[config.mk]
export PLATFORM = sky130hd
export DESIGN_NAME = adcoc_top
export DESIGN_NICKNAME = d
export VERILOG_FILES = /design/src/common/adcoc_pkg.sv /design/src/hdl/adcoc_top.sv
export SDC_FILE = /design/constraint.sdc
export NUM_CORES = 1
export LEC_CHECK = 0
export BUFFER_PORTS_ARGS = -buffer_cell sky130_fd_sc_hd__buf_2
export CORE_MARGIN = 1
export CORE_UTILIZATION = 53
export DETAILED_ROUTE_END_ITERATION = 12
export PLACE_DENSITY_LB_ADDON = 0.15
export RECOVER_POWER = 100
export SLEW_MARGIN = 5
export SYNTH_ARGS = -nofsm -noshare
export SYNTH_HDL_FRONTEND = slang
export SYNTH_SLANG_ARGS = --single-unit
[constraint.sdc]
create_clock -name clk_i -period 3 [get_ports clk_i]
set_input_delay 0.45 -clock clk_i [delete_from_list [all_inputs] [get_ports clk_i]]
set_output_delay 0.45 -clock clk_i [all_outputs]
set_load 0.1 [all_outputs]
[src/common/adcoc_pkg.sv]
// constants, register map and encodings for the converter output control
// assumes a 100 MHz clk_i that is twice the device input clock
package adcoc_pkg;
    // -------------------------------------------------------------
    // clock and timing
    // -------------------------------------------------------------
    localparam int CLK_MHZ          = 100;
    localparam int CLK_PERIOD_NS    = 1000 / CLK_MHZ;
    localparam int IN_CLK_MHZ       = CLK_MHZ / 2;
    localparam int RETIMER_MIN_MHZ  = 40;
    localparam int RELOCK_MIN_NS    = 1500;
    localparam int RELOCK_MAX_NS    = 5000;
    localparam int RELOCK_CYC       =
        (RELOCK_MIN_NS + CLK_PERIOD_NS - 1) / CLK_PERIOD_NS;
    localparam int LOCK_W           = 8;
    localparam int LATENCY          = 10;
    localparam int DIV_MAX          = 8;

    // -------------------------------------------------------------
    // register indices (byte address is four times the index)
    // -------------------------------------------------------------
    localparam logic [7:0] IDX_CHAN_SEL    = 8'h05;
    localparam logic [7:0] IDX_POWER_MODE  = 8'h08;
    localparam logic [7:0] IDX_CLOCK_CTRL  = 8'h09;
    localparam logic [7:0] IDX_CLOCK_DIV   = 8'h0b;
    localparam logic [7:0] IDX_OUTPUT_MODE = 8'h14;
    localparam logic [7:0] IDX_DRIVE_CTRL  = 8'h15;
    localparam logic [7:0] IDX_SYNC_CTRL   = 8'h3a;
    localparam logic [7:0] IDX_STATUS      = 8'h40;

    // -------------------------------------------------------------
    // field positions and reset values
    // -------------------------------------------------------------
    localparam int OM_DISABLE_BIT   = 4;
    localparam int OM_SPARE_BIT     = 2;
    localparam int SYNC_EN_BIT      = 1;
    localparam int SYNC_ONCE_BIT    = 2;
    localparam logic [1:0] CHAN_SEL_RST    = 2'h3;
    localparam logic [1:0] FMT_RST         = 2'h1;
    localparam logic       OM_SPARE_RST    = 1'b1;
    localparam logic       RETIMER_EN_RST  = 1'b1;
    localparam logic [2:0] DIV_M1_RST      = 3'h0;

    // output sample encodings
    localparam logic [1:0] FMT_OFFSET = 2'h0;
    localparam logic [1:0] FMT_TWOS   = 2'h1;
    localparam logic [1:0] FMT_GRAY   = 2'h2;

    // power modes
    localparam logic [1:0] PM_NORMAL  = 2'h0;
    localparam logic [1:0] PM_DOWN    = 2'h1;
    localparam logic [1:0] PM_STANDBY = 2'h2;

    // sample limits
    localparam int IN_W  = 14;
    localparam int OUT_W = 12;
    localparam logic signed [IN_W-1:0] FS_POS = 14'sh07ff;
    localparam logic signed [IN_W-1:0] FS_NEG = -14'sh0800;
    localparam logic [OUT_W-1:0] MSB_FLIP = 12'h800;
endpackage

[src/hdl/adcoc_top.sv]
// output, power, retiming and sync control of a dual converter
// assumes samples on clk_i and a classic wishbone master on the same clock
`timescale 1ns/1ps
module adcoc_top (
    input  wire logic                           clk_i,
    input  wire logic                           rst_i,
    input  wire logic                           wb_cyc_i,
    input  wire logic                           wb_stb_i,
    input  wire logic                           wb_we_i,
    input  wire logic [9:0]                     wb_adr_i,
    input  wire logic [3:0]                     wb_sel_i,
    input  wire logic [31:0]                    wb_dat_i,
    output logic      [31:0]                    wb_dat_o,
    output logic                                wb_ack_o,
    input  wire logic signed [adcoc_pkg::IN_W-1:0] ch_a_sample_i,
    input  wire logic signed [adcoc_pkg::IN_W-1:0] ch_b_sample_i,
    input  wire logic                           power_down_pin_i,
    input  wire logic                           output_three_state_pin_i,
    input  wire logic                           sync_i,
    output logic      [adcoc_pkg::OUT_W-1:0]    data_o,
    output logic                                data_oe_o,
    output logic                                overrange_o,
    output logic                                capture_clock_out_o,
    output logic                                reduced_drive_o,
    output logic                                power_down_o,
    output logic                                standby_o,
    output logic                                ref_powered_o,
    output logic                                retimer_active_o
);
    // -------------------------------------------------------------
    // state
    // -------------------------------------------------------------
    typedef logic [adcoc_pkg::OUT_W:0] adcoc_word_t;

    typedef struct packed {
        logic                                   ack;
        logic [31:0]                            rdata;
        logic [1:0]                             chan_sel;
        logic [1:0]                             pmode;
        logic                                   retimer_en;
        logic                                   reduced_drive;
        logic [2:0]                             div_m1;
        logic [1:0]                             fmt;
        logic                                   om_spare;
        logic [1:0]                             dis;
        logic                                   sync_en;
        logic                                   sync_once;
        logic                                   sync_armed;
        logic [2:0]                             s_sync;
        logic [1:0]                             s_pd;
        logic [1:0]                             s_oeb;
        logic [3:0]                             cnt;
        logic [adcoc_pkg::LOCK_W-1:0]           lock_cnt;
        logic                                   active;
        logic [adcoc_pkg::LATENCY-1:0][adcoc_pkg::OUT_W:0] pipe_a;
        logic [adcoc_pkg::LATENCY-1:0][adcoc_pkg::OUT_W:0] pipe_b;
        logic [adcoc_pkg::OUT_W:0]              held_b;
        logic [adcoc_pkg::OUT_W-1:0]            data;
        logic                                   ovr;
        logic                                   oe;
        logic                                   cclk;
        logic                                   pd;
        logic                                   stby;
        logic                                   refp;
    } adcoc_state_t;

    adcoc_state_t st_reg;
    adcoc_state_t st_next;

    // -------------------------------------------------------------
    // functions
    // -------------------------------------------------------------
    // clamp to twelve bits; top bit of result is the overrange flag
    function automatic adcoc_word_t clamp_s(
        input logic signed [adcoc_pkg::IN_W-1:0] v);
        adcoc_word_t w;
        if (v > adcoc_pkg::FS_POS) begin
            w = {1'b1, adcoc_pkg::FS_POS[adcoc_pkg::OUT_W-1:0]};
        end else if (v < adcoc_pkg::FS_NEG) begin
            w = {1'b1, adcoc_pkg::FS_NEG[adcoc_pkg::OUT_W-1:0]};
        end else begin
            w = {1'b0, v[adcoc_pkg::OUT_W-1:0]};
        end
        return w;
    endfunction

    function automatic logic [adcoc_pkg::OUT_W-1:0] encode(
        input logic [adcoc_pkg::OUT_W-1:0] twos,
        input logic [1:0] fmt);
        logic [adcoc_pkg::OUT_W-1:0] ob;
        ob = twos ^ adcoc_pkg::MSB_FLIP;
        unique case (fmt)
            adcoc_pkg::FMT_OFFSET: encode = ob;
            adcoc_pkg::FMT_GRAY:   encode = ob ^ (ob >> 1);
            default:               encode = twos;
        endcase
    endfunction

    // divided input rate below the retimer floor
    function automatic logic rate_low(input logic [2:0] div_m1);
        rate_low = (({1'b0, div_m1} + 4'h1) * adcoc_pkg::RETIMER_MIN_MHZ)
                   > adcoc_pkg::IN_CLK_MHZ;
    endfunction

    // -------------------------------------------------------------
    // next state
    // -------------------------------------------------------------
    logic       acc;
    logic       wr;
    logic [7:0] idx;
    logic [3:0] ratio;
    logic [3:0] period_m1;
    logic [3:0] hi;
    logic       sync_hit;
    logic       tick;
    logic       pd_now;

    always_comb begin
        st_next   = st_reg;
        acc       = wb_cyc_i && wb_stb_i && !st_reg.ack;
        wr        = acc && wb_we_i && wb_sel_i[0];
        idx       = wb_adr_i[9:2];
        ratio     = {1'b0, st_reg.div_m1} + 4'h1;
        period_m1 = 4'((ratio << 1) - 4'h1);
        hi        = st_reg.active ? ratio : 4'h1;
        // synchronisers, first flop read only by second
        st_next.s_sync = {st_reg.s_sync[1:0], sync_i};
        st_next.s_pd   = {st_reg.s_pd[0], power_down_pin_i};
        st_next.s_oeb  = {st_reg.s_oeb[0], output_three_state_pin_i};
        sync_hit  = st_reg.s_sync[1] && !st_reg.s_sync[2] &&
                    st_reg.sync_en &&
                    (!st_reg.sync_once || st_reg.sync_armed);
        // ---------------------------------------------------------
        // wishbone slave
        // ---------------------------------------------------------
        st_next.ack   = acc;
        st_next.rdata = '0;
        if (acc && !wb_we_i) begin
            unique case (idx)
                adcoc_pkg::IDX_CHAN_SEL:
                    st_next.rdata[1:0] = st_reg.chan_sel;
                adcoc_pkg::IDX_POWER_MODE:
                    st_next.rdata[1:0] = st_reg.pmode;
                adcoc_pkg::IDX_CLOCK_CTRL:
                    st_next.rdata[0] = st_reg.retimer_en;
                adcoc_pkg::IDX_CLOCK_DIV:
                    st_next.rdata[2:0] = st_reg.div_m1;
                adcoc_pkg::IDX_OUTPUT_MODE: begin
                    st_next.rdata[1:0] = st_reg.fmt;
                    st_next.rdata[adcoc_pkg::OM_SPARE_BIT] = st_reg.om_spare;
                    st_next.rdata[adcoc_pkg::OM_DISABLE_BIT] =
                        st_reg.chan_sel[0] ? st_reg.dis[0] : st_reg.dis[1];
                end
                adcoc_pkg::IDX_DRIVE_CTRL:
                    st_next.rdata[0] = st_reg.reduced_drive;
                adcoc_pkg::IDX_SYNC_CTRL: begin
                    st_next.rdata[adcoc_pkg::SYNC_EN_BIT]   = st_reg.sync_en;
                    st_next.rdata[adcoc_pkg::SYNC_ONCE_BIT] = st_reg.sync_once;
                end
                adcoc_pkg::IDX_STATUS:
                    st_next.rdata[4:0] = {st_reg.sync_armed, st_reg.stby,
                        st_reg.pd, rate_low(st_reg.div_m1), st_reg.active};
                default: st_next.rdata = '0;
            endcase
        end
        if (wr) begin
            unique case (idx)
                adcoc_pkg::IDX_CHAN_SEL:
                    st_next.chan_sel = wb_dat_i[1:0];
                adcoc_pkg::IDX_POWER_MODE:
                    st_next.pmode = wb_dat_i[1:0];
                adcoc_pkg::IDX_CLOCK_CTRL: begin
                    st_next.retimer_en = wb_dat_i[0];
                    if (wb_dat_i[0] && !st_reg.retimer_en) begin
                        st_next.lock_cnt = adcoc_pkg::LOCK_W'(
                            adcoc_pkg::RELOCK_CYC);
                    end
                end
                adcoc_pkg::IDX_CLOCK_DIV: begin
                    st_next.div_m1 = wb_dat_i[2:0];
                    if (wb_dat_i[2:0] != st_reg.div_m1) begin
                        st_next.lock_cnt = adcoc_pkg::LOCK_W'(
                            adcoc_pkg::RELOCK_CYC);
                    end
                end
                adcoc_pkg::IDX_OUTPUT_MODE: begin
                    st_next.fmt = wb_dat_i[1:0];
                    st_next.om_spare = wb_dat_i[adcoc_pkg::OM_SPARE_BIT];
                    for (int c = 0; c < 2; c++) begin
                        if (st_reg.chan_sel[c]) begin
                            st_next.dis[c] =
                                wb_dat_i[adcoc_pkg::OM_DISABLE_BIT];
                        end
                    end
                end
                adcoc_pkg::IDX_DRIVE_CTRL:
                    st_next.reduced_drive = wb_dat_i[0];
                adcoc_pkg::IDX_SYNC_CTRL: begin
                    st_next.sync_en   = wb_dat_i[adcoc_pkg::SYNC_EN_BIT];
                    st_next.sync_once = wb_dat_i[adcoc_pkg::SYNC_ONCE_BIT];
                end
                default: st_next.chan_sel = st_reg.chan_sel;
            endcase
        end
        // ---------------------------------------------------------
        // sync arming and divider
        // ---------------------------------------------------------
        if (wr && idx == adcoc_pkg::IDX_SYNC_CTRL) begin
            st_next.sync_armed = 1'b1;
        end else if (sync_hit && st_reg.sync_once) begin
            st_next.sync_armed = 1'b0;
        end
        tick = (st_reg.cnt >= period_m1);
        if (sync_hit || tick) begin
            st_next.cnt = '0;
        end else begin
            st_next.cnt = st_reg.cnt + 4'h1;
        end
        // ---------------------------------------------------------
        // retimer lock
        // ---------------------------------------------------------
        if (st_reg.lock_cnt != '0 && st_next.lock_cnt == st_reg.lock_cnt) begin
            st_next.lock_cnt = st_reg.lock_cnt - 1'b1;
        end
        st_next.active = st_reg.retimer_en && (st_reg.lock_cnt == '0) &&
                         !rate_low(st_reg.div_m1);
        st_next.cclk = (st_next.cnt < hi);
        // ---------------------------------------------------------
        // sample pipeline
        // ---------------------------------------------------------
        if (tick && !sync_hit) begin
            st_next.held_b = st_reg.pipe_b[adcoc_pkg::LATENCY-1];
            st_next.pipe_a = {st_reg.pipe_a[adcoc_pkg::LATENCY-2:0],
                              clamp_s(ch_a_sample_i)};
            st_next.pipe_b = {st_reg.pipe_b[adcoc_pkg::LATENCY-2:0],
                              clamp_s(ch_b_sample_i)};
        end
        // ---------------------------------------------------------
        // power and output drivers
        // ---------------------------------------------------------
        pd_now = st_reg.s_pd[1] ||
                 (st_reg.pmode == adcoc_pkg::PM_DOWN);
        st_next.pd   = pd_now;
        st_next.stby = !pd_now &&
                       (st_reg.pmode == adcoc_pkg::PM_STANDBY);
        st_next.refp = !pd_now;
        st_next.oe = !pd_now && !st_reg.s_oeb[1] &&
                     (st_reg.dis != 2'h3);
        if (tick && !sync_hit) begin
            // rising phase carries channel a, or channel b when a is disabled
            if (st_reg.dis[0]) begin
                st_next.data = encode(st_reg.pipe_b[adcoc_pkg::LATENCY-1]
                    [adcoc_pkg::OUT_W-1:0], st_reg.fmt);
                st_next.ovr = st_reg.pipe_b[adcoc_pkg::LATENCY-1]
                    [adcoc_pkg::OUT_W];
            end else begin
                st_next.data = encode(st_reg.pipe_a[adcoc_pkg::LATENCY-1]
                    [adcoc_pkg::OUT_W-1:0], st_reg.fmt);
                st_next.ovr = st_reg.pipe_a[adcoc_pkg::LATENCY-1]
                    [adcoc_pkg::OUT_W];
            end
        end else if (st_next.cnt == hi && st_reg.cnt == hi - 4'h1) begin
            // falling phase carries channel b, or holds the rising-phase word when b is disabled
            if (st_reg.dis[1]) begin
                st_next.data = st_reg.data;
            end else begin
                st_next.data = encode(st_reg.held_b[adcoc_pkg::OUT_W-1:0],
                                      st_reg.fmt);
                st_next.ovr = st_reg.held_b[adcoc_pkg::OUT_W];
            end
        end
    end

    // -------------------------------------------------------------
    // registers
    // -------------------------------------------------------------
    always_ff @(posedge clk_i) begin
        if (rst_i) begin
            st_reg            <= '0;
            st_reg.chan_sel   <= adcoc_pkg::CHAN_SEL_RST;
            st_reg.fmt        <= adcoc_pkg::FMT_RST;
            st_reg.om_spare   <= adcoc_pkg::OM_SPARE_RST;
            st_reg.retimer_en <= adcoc_pkg::RETIMER_EN_RST;
            st_reg.refp       <= 1'b1;
            st_reg.div_m1     <= adcoc_pkg::DIV_M1_RST;
            st_reg.lock_cnt   <= adcoc_pkg::LOCK_W'(adcoc_pkg::RELOCK_CYC);
        end else begin
            st_reg <= st_next;
        end
    end

    assign wb_dat_o            = st_reg.rdata;
    assign wb_ack_o            = st_reg.ack;
    assign data_o              = st_reg.data;
    assign data_oe_o           = st_reg.oe;
    assign overrange_o         = st_reg.ovr;
    assign capture_clock_out_o = st_reg.cclk;
    assign reduced_drive_o     = st_reg.reduced_drive;
    assign power_down_o        = st_reg.pd;
    assign standby_o           = st_reg.stby;
    assign ref_powered_o       = st_reg.refp;
    assign retimer_active_o    = st_reg.active;
endmodule

==> impl_metrics.json <==
{
  "outcome": "finished with violations",
  "violations": "capacitance limit, slew limit",
  "finalMaxSlewViolations": 28,
  "drt_pass1_iterations": 5,
  "routed_wl_um": 26300,
  "via_per_inst": 5.23,
  "min_path_type": "in -> reg",
  "hold-path-endpoint": "st_next[309]$_SDFF_PP0_",
  "finalSetupViolations": 0,
  "final_layout_size_suffix_gt1_share_pct": 9.06,
  "slew_headroom_pct": -0.206,
  "yosysSeqAreaShare_pct": 49.7,
  "hold_buffers": 0,
  "power_leakage_nw": 5.07,
  "r2r-end": "overrange_o$_SDFFE_PP0P_",
  "tns_ns": 0,
  "critical_path_class": "reg -> reg",
  "synth_cell_types": 60,
  "htreeDepth": 2,
  "via_count": 10700,
  "overflow": 0,
  "power_frac_clock_pct": 32.7,
  "grt_max_degree": 179,
  "synth_area_per_cell_um2": 7.94,
  "hold_path_startpoint": "sync_i",
  "clockBufferDepth": 3,
  "cp.arrival_ns": 3.25,
  "final_cell_count_no_fill": 2046,
  "final_common_cell": "nand2_1",
  "p_seq_share_pct": 38.2,
  "switchingPower_mw": 4.70,
  "fp.dieH_um": 161,
  "max_freq_ghz": 0.345,
  "peakVddDrop_uv": 729,
  "cpMostUsedCell": "ha_1",
  "synth_edf_count": 0,
  "min_path_cells": 2,
  "dp_hpwl_um": 16200,
  "die_x_um": 161,
  "synth_warnings": 0,
  "synth_seq_cells": 334,
  "period_needed_ns": 2.90,
  "grt_pass1_wl_um": 44500,
  "fin_nets": 1793,
  "synthCells": 1694,
  "gp_congestion": 0.862,
  "cts_tree": "built",
  "drc": 0,
  "final_util_pct": 60.4,
  "maxCapViolations": 1,
  "clock_latency_ns": 0.52,
  "start_kind": "flop",
  "syn_area_um2": 13400,
  "skew_ns": 0.0181,
  "root_buffer": "clkbuf_16",
  "area_growth_pct": 10.5,
  "r2r_setup_slack_ns": 0.10,
  "worstPathMaxFanout": 4,
  "r2r_start": "st_reg[301]$_SDFF_PP0_",
  "finalHoldViolCount": 0,
  "critPathSlowestCell": "dfxtp_1",
  "cts.clk_slew.worst_paths_ns": 0.06,
  "power.total_mw": 12.7,
  "core_um2": 24600,
  "power_density_nw_per_um2": 853,
  "initial_core_util_pct": 54.6,
  "grt_pass1_vias": 9389,
  "antenna_found_initial": 0,
  "switching_share_pct": 37.1,
  "async_reset_ff_share_pct": 0,
  "io_pins": 135,
  "diodes": 0,
  "path_cells": "ha_1 > a211o_1 > a21oi_2 > nand2_1 > or2_2 > ha_1 > nand4_1 > nor4_2 > and4_4 > mux2i_1 > a211oi_1",
  "layout_common_cells": "nand2_1 (595), dfxtp_1 (333), a21oi_1 (289), buf_2 (47)",
  "portBuffers": 74,
  "cts_buffers": 35,
  "placed_cells": 1983,
  "placement_rows": 57,
  "wl_per_cell_um": 12.9,
  "clkSinkCount": 334,
  "largest_reg_flops": 304,
  "grt_use_total_pct": 20.2,
  "design.die.area_um2": 26000,
  "rr_worst_depth": 11,
  "cp.required_ns": 3.35,
  "rsz0062_at_grt": "false",
  "first_iter_violations": 880,
  "worst_path_largest_cell_delay_ns": 0.41,
  "period_share_pct": 96.6,
  "combPwrFrac_pct": 29.2,
  "fillCellCount": 2326,
  "ant_nets": 0,
  "end_kind": "flop",
  "ys.flop_type": "dfxtp_1",
  "p_int_mw": 7.97,
  "tightest_slew_ns": 1.50
}
-- logic make-up after synthesis --
group                    Yosys count  synth area share (%)
AO/OA/AOI/OAI                    357                  14.8
XOR/XNOR                          48                  3.18
adder cells (fa/ha/maj)           14                  1.30
buffers and inverters            178                  6.55
flip-flops                       334                  49.7
multiplexers                      15                  1.16
other                              1                0.0279
AND/OR/NAND/NOR                  747                  23.3
-- power groups by stage --
| stage | Clock, mW | Sequential, mW | Combinational, mW |
|---|---|---|---|
| after floorplan | 0 | 4.98 | 2.68 |
| after global placement | 0 | 4.93 | 3.74 |
| after detailed placement | 0 | 4.93 | 3.75 |
| after CTS | 4.24 | 4.84 | 3.76 |
| after global routing | 4.42 | 4.87 | 4.09 |
| final | 4.14 | 4.84 | 3.69 |
-- stage by stage --
step	cell area [µm²]	setup WS (ns)	hold slack, ns
2_1_floorplan	13500	0.0320	0.378
3_3_place_gp	13800	0.0114	0.417
3_5_place_dp	13800	-0.0349	0.424
4_1_cts	14900	0.00480	0.129
5_1_grt	14900	0.00561	0.145
6_report	14900	0.101	0.145
-- timing repair --
item	4_1_cts	5_1_grt
resized for setup	1	6
setup buffers	0	1
endpoints found under the setup margin	12	12
pin swaps	0	8
-- critical path, delay by kind of cell, from the launching register on --
kind	cells	cell delay (ns)
AO/OA/AOI/OAI	3	0.50
multiplexers	1	0.20
adder cells (fa/ha/maj)	2	0.53
AND/OR/NAND/NOR	5	1.09
flip-flops	1	0.41
-- cells in the mapped netlist, drive strengths merged (2+ instances only) --
cell type | instances | area, µm²
a2111oi | 2 | 23.8
a211oi | 6 | 45.0
a21oi | 290 | 1450
a221oi | 2 | 17.5
a22oi | 4 | 30.0
buf | 70 | 455
clkbuf | 94 | 373
dfxtp | 334 | 6690
ha | 14 | 175
inv | 14 | 52.6
mux2 | 5 | 56.3
mux2i | 10 | 100
nand2 | 595 | 2230
nand2b | 4 | 25.0
nand3 | 32 | 160
nand3b | 3 | 22.5
nand4 | 28 | 175
nor2 | 33 | 126
nor2b | 10 | 62.6
nor3 | 10 | 66.3
nor3b | 2 | 15.0
nor4 | 5 | 52.6
nor4b | 2 | 17.5
o211ai | 37 | 292
o21a | 2 | 16.3
o21ai | 7 | 35.0
or2 | 5 | 31.3
or3 | 8 | 60.1
or3b | 2 | 20.0
or4 | 2 | 15.0
xnor2 | 31 | 272
xor2 | 17 | 156
-- area by class of cell --
class | instances | area, µm² | share of cell area, %
clock inverters | 9 | 62.6 | 0.421
well taps | 324 | 405 | 2.73
clock buffers | 53 | 1060 | 7.17
multi-input cells | 1208 | 5970 | 40.2
inverters | 14 | 52.6 | 0.354
repair buffers | 104 | 613 | 4.13
flip-flops and latches | 334 | 6690 | 45.0
-- worst max-delay path by stage --
stage / cells after the start / slack [ns] / startpoint / to
after floorplan: 15 / 0.03 / st_reg[319]$_SDFFE_PP0P_ / data_o[0]$_SDFFE_PP0P_
after global placement: 12 / 0.01 / st_reg[319]$_SDFFE_PP0P_ / overrange_o$_SDFFE_PP0P_
after detailed placement: 13 / -0.03 / st_reg[319]$_SDFFE_PP0P_ / data_o[10]$_SDFFE_PP0P_
after CTS: 12 / 0.005 / st_reg[319]$_SDFFE_PP0P_ / overrange_o$_SDFFE_PP0P_
after global routing: 12 / 0.006 / st_reg[301]$_SDFF_PP0_ / data_o[11]$_SDFFE_PP0P_
final: 11 / 0.10 / st_reg[301]$_SDFF_PP0_ / overrange_o$_SDFFE_PP0P_
-- layer usage --
layer	GRT usage [%]	share of wire (%)	routed length, µm	up-vias
met5	0	0	0	-
met4	6.65	2.0	534	0
met3	3.80	4.3	1130	38
met2	33.1	47	12300	200
met1	26.7	47	12400	4914
li1	-	-	-	5549
No activity file was read; power rests on OpenSTA's default activity.
